[src/pkg/sbr_map.svh]
// Register offsets, field positions, reset values and timing counts
`ifndef SBR_MAP_SVH
`define SBR_MAP_SVH
`define SBR_CH_ADDR_BIT   3
`define SBR_OFS_DIV       3'h0
`define SBR_OFS_STATUS    3'h1
`define SBR_OFS_CTRL      3'h2
`define SBR_DIV_RESET     8'hff
`define SBR_STATUS_RESET  8'h84
`define SBR_BIT_TXEMPTY   7
`define SBR_BIT_TXEND     2
`define SBR_BIT_RXMPB     1
`define SBR_BIT_TXMPB     0
`define SBR_CTRL_CKS_LO   0
`define SBR_CTRL_ASYNC_N  2
`define SBR_CTRL_MP       3
`define SBR_CTRL_TXEN     4
`define SBR_CTRL_RXEN     5
`define SBR_CTRL_EXTCLK   6
`define SBR_CTRL_RESET    8'h00
`define SBR_ASYNC_BIT_T   5'h0f
`define SBR_SYNC_BIT_T    5'h01
`endif

[src/pkg/sbr_pkg.sv]
// Types for the serial bit-rate and status block
package sbr_pkg;
    typedef enum logic [1:0] {
        SBR_DIV1,
        SBR_DIV4,
        SBR_DIV16,
        SBR_DIV64
    } sbr_presc_t;

    typedef struct packed {
        logic [7:0] divider;
        logic [7:0] ctrl;
        logic       tx_empty;
        logic       tx_end;
        logic       rx_mpb;
        logic       tx_mpb;
        logic       empty_seen;
        logic [5:0] presc;
        logic [7:0] down;
        logic       gen_phase;
        logic       tick;
        logic [3:0] bitcnt;
        logic       bit_tick;
        logic       tx_mpb_out;
    } sbr_chan_t;
endpackage

[src/hw/sbr_core.sv]
// Dual channel bit-rate generator with transmit/multiprocessor status
//
// What this block does
// Software read-then-zero or DMA clears transmit end
// Reset, standby, enable off, last bit set it
// Transmit end reads one after reset
// Received multiprocessor bit captured, read-only
// Receive disable keeps it; resets to zero
// Writable bit zero sent as multiprocessor bit
// That bit ignored when sync, non-MP, idle
// Divider always read/write, FF on reset/standby
// Each channel owns divider and generator
// Prescaler codes pick phi,/4,/16,/64
// Bit period (N+1)*32 or *4 times prescale
// Every divider value 0 to 255 valid
// Zero settings give phi/32 async rate
// External async clock up to phi/4
// External sync clock up to phi/6; sync mode here ignores it and uses the generator
// Fastest sync setting needs no back-to-back
// Transmit empty set on shifter load
// External async clock at sixteen times rate
// Down-counter reloads divider at terminal count
// Async tick runs at sixteen per bit
//
// Design decisions made here: the address-and-strobe port and the register addresses.
`timescale 1ns/1ps
`include "sbr_map.svh"
module sbr_core
(
    // Clock and reset
    input  wire logic       ref_clk,
    input  wire logic       resetn,
    input  wire logic       standby,
    // Register port
    input  wire logic [3:0] reg_addr,
    input  wire logic [7:0] reg_wdata,
    input  wire logic       reg_wr,
    input  wire logic       reg_rd,
    output logic      [7:0] reg_rdata,
    // Transmit and receive engine events and external 16x clock per channel
    input  wire logic [1:0] dma_tx_write,
    input  wire logic [1:0] shifter_load,
    input  wire logic [1:0] last_bit_sent,
    input  wire logic [1:0] rx_mpb_valid,
    input  wire logic [1:0] rx_mpb_value,
    input  wire logic [1:0] ext_clk16_tick,
    // Timing and status outputs per channel
    output logic      [1:0] sample_tick,
    output logic      [1:0] bit_tick,
    output logic      [1:0] tx_mpb_out,
    output logic      [1:0] tx_busy
);

    ////////////////////////////////////////////////////////////////////
    logic [7:0] rdata_q;
    logic [7:0] rd_mux [2];
    assign reg_rdata = rdata_q;

    always_ff @(posedge ref_clk)
    begin
        if (!resetn)
        begin
            rdata_q <= 8'h00;
        end
        else if (reg_rd)
        begin
            rdata_q <= rd_mux[reg_addr[`SBR_CH_ADDR_BIT]];
        end
        else
        begin
            rdata_q <= 8'h00;
        end
    end

    ////////////////////////////////////////////////////////////////////
    // One generator per channel so rates are independent
    genvar ch;
    generate
        for (ch = 0; ch < 2; ch++)
        begin : g_ch
            sbr_pkg::sbr_chan_t st;
            sbr_pkg::sbr_chan_t next_st;
            logic       sel;
            logic       wr_div;
            logic       wr_sts;
            logic       wr_ctl;
            logic       rd_sts;
            logic       presc_hit;
            logic       gen_tick;
            logic       async;
            logic       mp_fmt;
            logic [4:0] bit_top;
            sbr_pkg::sbr_presc_t cks;
            logic       ext_sel;
            logic       int_tick;
            logic       sts_clear;
            logic       tx_off;
            logic       rx_take;
            logic       mpb_live;
            logic [7:0] sts_word;

            assign sel    = reg_addr[`SBR_CH_ADDR_BIT] == 1'(ch);
            assign wr_div = reg_wr && sel && reg_addr[2:0] == `SBR_OFS_DIV;
            assign wr_sts = reg_wr && sel
                && reg_addr[2:0] == `SBR_OFS_STATUS;
            assign wr_ctl = reg_wr && sel && reg_addr[2:0] == `SBR_OFS_CTRL;
            assign rd_sts = reg_rd && sel
                && reg_addr[2:0] == `SBR_OFS_STATUS;
            assign cks    = sbr_pkg::sbr_presc_t'(
                st.ctrl[`SBR_CTRL_CKS_LO +: 2]);
            assign async  = !st.ctrl[`SBR_CTRL_ASYNC_N];
            assign mp_fmt = async && st.ctrl[`SBR_CTRL_MP];
            // Bit is 16 ticks in async, 2 ticks in sync: 32x versus 4x
            assign bit_top = async ? `SBR_ASYNC_BIT_T : `SBR_SYNC_BIT_T;
            // External 16x clock replaces the generator in async only
            assign ext_sel   = st.ctrl[`SBR_CTRL_EXTCLK] && async;
            // Clear only after software has seen the empty flag set
            assign sts_clear = wr_sts && st.empty_seen
                && !reg_wdata[`SBR_BIT_TXEMPTY];
            assign tx_off    = wr_ctl && !reg_wdata[`SBR_CTRL_TXEN];
            assign rx_take   = rx_mpb_valid[ch] && mp_fmt
                && st.ctrl[`SBR_CTRL_RXEN];
            assign mpb_live  = mp_fmt && st.ctrl[`SBR_CTRL_TXEN]
                && !st.tx_end;
            assign sts_word  = {st.tx_empty, 4'h0, st.tx_end,
                st.rx_mpb, st.tx_mpb};

            always_comb
            begin
                case (cks)
                    sbr_pkg::SBR_DIV1:
                    begin
                        presc_hit = 1'b1;
                    end
                    sbr_pkg::SBR_DIV4:
                    begin
                        presc_hit = st.presc[1:0] == 2'h3;
                    end
                    sbr_pkg::SBR_DIV16:
                    begin
                        presc_hit = st.presc[3:0] == 4'hf;
                    end
                    sbr_pkg::SBR_DIV64:
                    begin
                        presc_hit = st.presc == 6'h3f;
                    end
                    default:
                    begin
                        presc_hit = 1'b1;
                    end
                endcase
            end

            // Terminal count once per (N+1) prescaled periods; N=0 legal
            assign gen_tick = presc_hit && st.down == 8'h00;
            // Second terminal count of each pair gives the tick
            assign int_tick = gen_tick && st.gen_phase;

            ////////////////////////////////////////////////////////////
            always_comb
            begin
                next_st = st;
                next_st.tick = 1'b0;
                next_st.bit_tick = 1'b0;
                if (wr_div)
                begin
                    next_st.divider = reg_wdata;
                end
                if (wr_ctl)
                begin
                    next_st.ctrl = reg_wdata;
                end
                // Prescaler runs free; a setting change may cut one tick
                next_st.presc = st.presc + 6'h01;
                if (presc_hit)
                begin
                    if (st.down == 8'h00)
                    begin
                        next_st.down = st.divider;
                    end
                    else
                    begin
                        next_st.down = st.down - 8'h01;
                    end
                end
                if (gen_tick)
                begin
                    next_st.gen_phase = !st.gen_phase;
                end
                if (ext_sel)
                begin
                    next_st.tick = ext_clk16_tick[ch];
                end
                else
                begin
                    next_st.tick = int_tick;
                end
                if (next_st.tick)
                begin
                    if (st.bitcnt == bit_top[3:0])
                    begin
                        next_st.bitcnt = 4'h0;
                        next_st.bit_tick = 1'b1;
                    end
                    else
                    begin
                        next_st.bitcnt = st.bitcnt + 4'h1;
                    end
                end
                // Status: read of empty-as-1 arms the clear
                if (rd_sts && st.tx_empty)
                begin
                    next_st.empty_seen = 1'b1;
                end
                if (wr_sts)
                begin
                    next_st.tx_mpb = reg_wdata[`SBR_BIT_TXMPB];
                end
                if (sts_clear)
                begin
                    next_st.tx_empty = 1'b0;
                    next_st.tx_end = 1'b0;
                    next_st.empty_seen = 1'b0;
                end
                // New byte: a stale read must not arm a later clear
                if (dma_tx_write[ch])
                begin
                    next_st.tx_empty = 1'b0;
                    next_st.tx_end = 1'b0;
                    next_st.empty_seen = 1'b0;
                end
                // Hardware set wins over any clear in the same cycle
                if (shifter_load[ch])
                begin
                    next_st.tx_empty = 1'b1;
                end
                if (last_bit_sent[ch] && st.tx_empty)
                begin
                    next_st.tx_end = 1'b1;
                end
                if (tx_off)
                begin
                    next_st.tx_empty = 1'b1;
                    next_st.tx_end = 1'b1;
                end
                // Receive disabled: value held
                if (rx_take)
                begin
                    next_st.rx_mpb = rx_mpb_value[ch];
                end
                // Bit only used while sending in async MP format
                next_st.tx_mpb_out = mpb_live && next_st.tx_mpb;
            end

            ////////////////////////////////////////////////////////////
            always_ff @(posedge ref_clk)
            begin
                if (!resetn || standby)
                begin
                    st.divider <= `SBR_DIV_RESET;
                    st.ctrl <= `SBR_CTRL_RESET;
                    st.tx_empty <= 1'b1;
                    st.tx_end <= 1'b1;
                    st.rx_mpb <= 1'b0;
                    st.tx_mpb <= 1'b0;
                    st.empty_seen <= 1'b0;
                    st.presc <= 6'h00;
                    st.down <= `SBR_DIV_RESET;
                    st.gen_phase <= 1'b0;
                    st.tick <= 1'b0;
                    st.bitcnt <= 4'h0;
                    st.bit_tick <= 1'b0;
                    st.tx_mpb_out <= 1'b0;
                end
                else
                begin
                    st <= next_st;
                end
            end

            always_comb
            begin
                case (reg_addr[2:0])
                    `SBR_OFS_DIV:
                    begin
                        rd_mux[ch] = st.divider;
                    end
                    `SBR_OFS_STATUS:
                    begin
                        rd_mux[ch] = sts_word;
                    end
                    `SBR_OFS_CTRL:
                    begin
                        rd_mux[ch] = st.ctrl;
                    end
                    default:
                    begin
                        rd_mux[ch] = 8'h00;
                    end
                endcase
            end

            assign sample_tick[ch] = st.tick;
            assign bit_tick[ch]    = st.bit_tick;
            assign tx_mpb_out[ch]  = st.tx_mpb_out;
            assign tx_busy[ch]     = !st.tx_end;
        end
    endgenerate

endmodule

[config.mk]
export PLATFORM = sky130hd
export DESIGN_NAME = sbr_core
export DESIGN_NICKNAME = d
export VERILOG_FILES = /design/src/pkg/sbr_pkg.sv /design/src/hw/sbr_core.sv
export VERILOG_INCLUDE_DIRS = /design/src /design/src/pkg
export SDC_FILE = /design/constraint.sdc
export NUM_CORES = 1
export LEC_CHECK = 0
export BUFFER_PORTS_ARGS = -buffer_cell sky130_fd_sc_hd__buf_2
export CAP_MARGIN = 20
export CELL_PAD_IN_SITES_DETAIL_PLACEMENT = 0
export CELL_PAD_IN_SITES_GLOBAL_PLACEMENT = 2
export CORE_MARGIN = 5
export CORE_UTILIZATION = 25
export CTS_BUF_LIST = sky130_fd_sc_hd__clkbuf_16
export CTS_CLUSTER_SIZE = 20
export DETAILED_ROUTE_END_ITERATION = 10
export PLACE_DENSITY_LB_ADDON = 0.1
export SYNTH_ARGS = -nofsm -noshare
export SYNTH_HDL_FRONTEND = slang
export SYNTH_SLANG_ARGS = --single-unit
[constraint.sdc]
create_clock -name ref_clk -period 5.35 [get_ports ref_clk]
set_input_delay 1.605 -clock ref_clk [delete_from_list [all_inputs] [get_ports ref_clk]]
set_output_delay 1.605 -clock ref_clk [all_outputs]
set_load 0.05 [all_outputs]
Word-level counts from Yosys, hierarchy flattened
Index checks and enable logic that the tools add are counted.
{"block": "totals", "inputBits": 29, "out_inout_bits": 16, "register_bits": 94}
{"block": "op_classes", "n_bitwise": 4, "n_lt_le_gt_ge": 1, "n_mux": 23, "addsub": 6, "n_reduce_logical": 66, "eq_ne": 16}
{"cell": "8-bit case mux with 3 select lines", "n": 2}
{"cell": "1-bit logical AND", "n": 40}
{"cell": "8-bit two-way mux", "n": 5}
{"cell": "3-bit OR reduction", "n": 6}
{"cell": "8-bit zero test", "n": 2}
{"cell": "4-bit two-way mux", "n": 4}
{"cell": "8-bit by 1-bit subtractor with 8-bit output (second input constant)", "n": 2}
{"cell": "6-bit by 1-bit adder with 6-bit output (second input constant)", "n": 2}
{"cell": "2-bit == test (second input constant)", "n": 6}
{"cell": "6-bit == test (second input constant)", "n": 2}
{"cell": "1-bit zero test", "n": 9}
{"cell": "4-bit by 1-bit adder with 4-bit output (second input constant)", "n": 2}
{"cell": "4-bit == test", "n": 2}
{"cell": "4-bit == test (second input constant)", "n": 2}
{"cell": "2-bit two-way mux", "n": 4}
{"cell": "1-bit case mux with 4 select lines", "n": 2}
{"cell": "1-bit two-way mux", "n": 6}
{"cell": "2-bit by 1-bit == test with 1-bit output (second input constant)", "n": 2}
{"cell": "2-bit zero test", "n": 2}
{"cell": "2-bit nonzero test", "n": 2}
{"cell": "2-bit OR reduction", "n": 2}
{"cell": "3-bit by 1-bit == test with 1-bit output (second input constant)", "n": 1}
{"cell": "3-bit by 2-bit == test with 1-bit output (second input constant)", "n": 1}
{"cell": "3-bit zero test", "n": 1}
{"cell": "5 further kinds", "n": 7}

Depth between registers and ports, before layout
{"block": "depth", "word_depth": 7, "mapped_depth": 8, "ltp_nobuf": 7}

Worst setup path after synthesis
No wires, ideal clock.
{"block": "synth_path", "kind": "input to register", "from": "input reg_addr[3]", "to": "register g_ch[1].st[25] (netlist bit)", "required_time_ps": 5291, "stages": 7, "setup_time_ps": 59, "setup_slack_ps": 2150, "arrival_time_ps": 3141, "path_cell_list": "clkbuf_1 > and3b_1 > and2_1 > clkbuf_1 > inv_1 > o21ai_0 > a221o_1"}
{"block": "synth_via", "elab_chain_cells": 5, "word_cells_on_any_way": 8, "cone_classes": "8 x reduce/logical"}
{"element": "start, declared", "line": "sbr_core.sv:35", "source": "input wire logic [3:0] reg_addr,"}
{"element": "1-bit logical AND (*)", "line": "sbr_core.sv:104, sbr_core.sv:106"}
{"element": "1-bit logical AND (no source line)"}
{"element": "1-bit logical AND (2 in series)", "line": "sbr_core.sv:118", "source": "assign sts_clear = wr_sts && st.empty_seen"}
{"element": "2-bit nonzero test (no source line)"}
{"element": "end signal, assigned", "line": "sbr_core.sv:277", "source": "st <= next_st;"}
{"element": "end, declared", "line": "sbr_core.sv:81", "source": "sbr_pkg::sbr_chan_t st;"}
Mark *: on every way between the ends. The rest lies on a longest branch, timed or not.
A chain may end at the register's enable or synchronous reset.

Worst setup path after layout
{"block": "layout_path", "from": "input reg_addr[1]", "to": "register g_ch[0].st[26] (netlist bit)"}
{"block": "layout_via", "elab_chain_cells": 5, "word_cells_on_any_way": 9, "cone_classes": "2 x eq/ne; 7 x reduce/logical"}
{"element": "3-bit by 1-bit == test with 1-bit output"}
{"element": "1-bit logical AND (no source line)"}
{"element": "1-bit logical AND (2 in series)", "line": "sbr_core.sv:118"}
{"element": "2-bit nonzero test (no source line)"}
{"element": "end signal, assigned", "line": "sbr_core.sv:277"}
{"element": "end, declared", "line": "sbr_core.sv:81"}
Parallel ways exist; a longest one is shown, timed or not.

==> results.ini <==
[status]
status=completed

[clock_network]
clock_latency_ns=0.35
clock-sinks=94
cts_tree=built
numCtsBuffers=9
post_cts_buffers=0
cts-root-buf=clkbuf_16
ctsResizeCount=0
htree_levels=3
hold_buffers=0
clock_path_buffers=2
cts.clk_slew.worst_paths_ns=0.07

[floorplanning]
core-area_sq_um=16600
row_count=47
die_h_um=140
die-area_sq_um=19700
pin_count=45
die_width_um=140
start_util_pct=25.6

[drt]
drc_errors=0
via_per_inst=4.69
first_pass_iters=4
vias=3461
ant_nets=0
drt_iter0_markers=255
routedWlPerCell_um=16.9
routed_wl_um=12500

[logic_synthesis]
synth_compound_area_share_pct=14.1
synth_most_common_cell=dfxtp_1
syn_area_sq_um=4260
synth_cell_types=58
synth.mux.area_fraction_pct=8.03
synth_edf_count=0
synthXorXnorAreaFrac_pct=2.26
avgSynthCellArea_sq_um=8.81
async_reset_ff_share_pct=0
yosys.area.top_type=dfxtp_1
synth_warnings=0
synth-seq-cells=94
synth_top_family_by_area=simple AND/OR/NAND/NOR gates
synthTopCellsByCount=dfxtp_1 (94), nand2_1 (67), nor2_1 (47)
yosys-top-cells-area=dfxtp_1 (44%), nand2_1 (5.9%), mux2i_1 (5.6%)
synth_nets=520
synthFlopType=dfxtp_1
syn-instance-count=483
yosys.area_share.simple_pct=24.8
yosysSeqAreaShare_pct=44.2
yosys.area.top_type_share_pct=44.2
synth_fa_ha_area_share_pct=2.35

[global_route]
grt_use_total_pct=13.0
grt_start_max_net_pins=43
grt.overflow.total=0
antenna_found_initial=0
grt_pass1_vias=3455
grt_pass1_wl_um=19900

[pwr]
p_leak_nw=2.03
vdd_drop_max_mv=0.153
p_sw_mw=0.341
p_per_area_nw_per_um2=299
seqPwrFrac_pct=48.2
clkPwrFrac_pct=46.2
comb_power_share_pct=5.7
power_switching_share_pct=23.0
internal_power_mw=1.14

[setup_path]
cp_max_fo=16
critPathLaunch=reg_addr[1]
r2r-start=g_ch[1].st[8]
cp_data_arrival_time_ns=3.44
critPathRequiredTime_ns=5.59
regToRegSetupSlack_ns=2.82
r2r_cells=7
critPathLaunchType=input port
path_class=in -> reg
end_kind=register

[final_layout]
antennaDiodeCount=0
syn2layout_area_growth_pct=16.4
drive_above_1_share_pct=14.5
nFillCells=1782
fin_nets=550
register_area_sq_um=1880
postLayoutCellArea_sq_um=4950
multi_input_area_sq_um=2200

[placed_design]
gp_congestion=0.722
dp_hpwl_um=9020
portBuffers=44
place_area_sq_um=4650

[sta]
setup_violations=0
final.setup.tns_ns=0
hold_violations=0
rsz0062_at_grt=false
tightest_slew_ns=1.01
layout_min_cycle_time_ns=3.20
fin_crit_sh_pct=59.7
finalMaxSlewViolations=0
fin_skew_ns=0.00565
relSlewSlack_pct=32.9
fmax_mhz=313

[job]
maxCapViolCount=0

[hold_path]
holdPathStages=1
hold_path_class=reg -> reg
hold_start=g_ch[0].st[16]

==> metrics by stage <==
stage / instances / worst slack (ns) / power, mW / util (%) / hold WS [ns]
2_1_floorplan: 483 / 2.15 / 0.778 / - / 0.413
3_3_place_gp: 722 / 1.82 / 0.814 / 27.9 / 0.426
3_5_place_dp: 722 / 1.80 / 0.814 / 27.9 / 0.437
4_1_cts: 738 / 2.16 / 1.50 / 29.8 / 0.450
5_1_grt: 738 / 1.92 / 1.54 / 29.8 / 0.468
6_report: 738 / 2.15 / 1.48 / 29.8 / 0.448
==> layer usage <==
| metal | part of all wire, % | track usage (%) | vias up | wire [um] |
|---|---|---|---|---|
| li1 | - | - | 1771 | - |
| met1 | 53 | 19.1 | 1611 | 6560 |
| met2 | 42 | 18.8 | 66 | 5220 |
| met3 | 3.7 | 2.35 | 13 | 462 |
| met4 | 1.7 | 4.90 | 0 | 212 |
| met5 | 0 | 0 | - | 0 |
==> area by class of cell <==
type | count | area share [%]
sequential | 94 | 38.0
clock inverter | 7 | 1.64
clock buffer | 9 | 4.55
timing repair buffer | 46 | 4.75
tap | 220 | 5.56
inverter | 15 | 1.14
multi-input combinational | 347 | 44.4
==> state kept, by name, summed over array words and instances, names as in the netlist <==
signal       count
g_ch.cks         4
reg_rdata        8
g_ch.st         76
bit_tick         2
sample_tick      2
tx_mpb_out       2
==> worst max-delay path: stages <==
cell and delay (ns):
buf_2 0.25, nor2b_1 0.77, nor2b_1 0.31, a31oi_1 0.16, a211o_1 0.32
==> power by group through the flow <==
stage	clock, mW	sequential [mW]	combinational [mW]
floorplan	0	0.730	0.0481
global placement	0	0.728	0.0857
detailed placement	0	0.728	0.0853
CTS	0.706	0.712	0.0855
global route	0.734	0.713	0.0942
finish	0.683	0.712	0.0836
==> worst paths after layout <==
check                        end
setup / recovery  g_ch[0].st[26]
hold / removal    g_ch[0].st[16]
setup reg to reg   g_ch[1].st[5]
hold reg to reg   g_ch[0].st[16]
==> placed cells by master (no fill, tap or decap), types with 3 or more instances in the layout <==
| cell type | count |
|---|---|
| mux2i_1 | 24 |
| nor3_1 | 10 |
| nand2b_1 | 4 |
| a31oi_1 | 3 |
| dfxtp_1 | 94 |
| nand3_1 | 37 |
| nor2b_1 | 11 |
| xor2_1 | 4 |
| a221o_1 | 3 |
| o31ai_1 | 3 |
| a2bb2oi_1 | 3 |
| nor2_1 | 47 |
| clkbuf_16 | 9 |
| o22ai_1 | 5 |
| o21a_1 | 3 |
| and2_1 | 6 |
| and3_1 | 4 |
| a21oi_1 | 19 |
| buf_2 | 44 |
| nand2_1 | 67 |
| o211ai_1 | 7 |
| o21ai_0 | 20 |
| ha_1 | 8 |
| inv_1 | 17 |
| mux4_2 | 4 |
| a211oi_1 | 6 |
| xnor2_1 | 7 |
==> cells by family after synthesis <==
| logic type | after synthesis |
|---|---|
| compound gates | 87 |
| xor+xnor | 11 |
| fa+ha+maj | 8 |
| buf+inv | 42 |
| flops | 94 |
| mux | 29 |
| simple gates | 212 |
(Power assumes the default switching activity.)
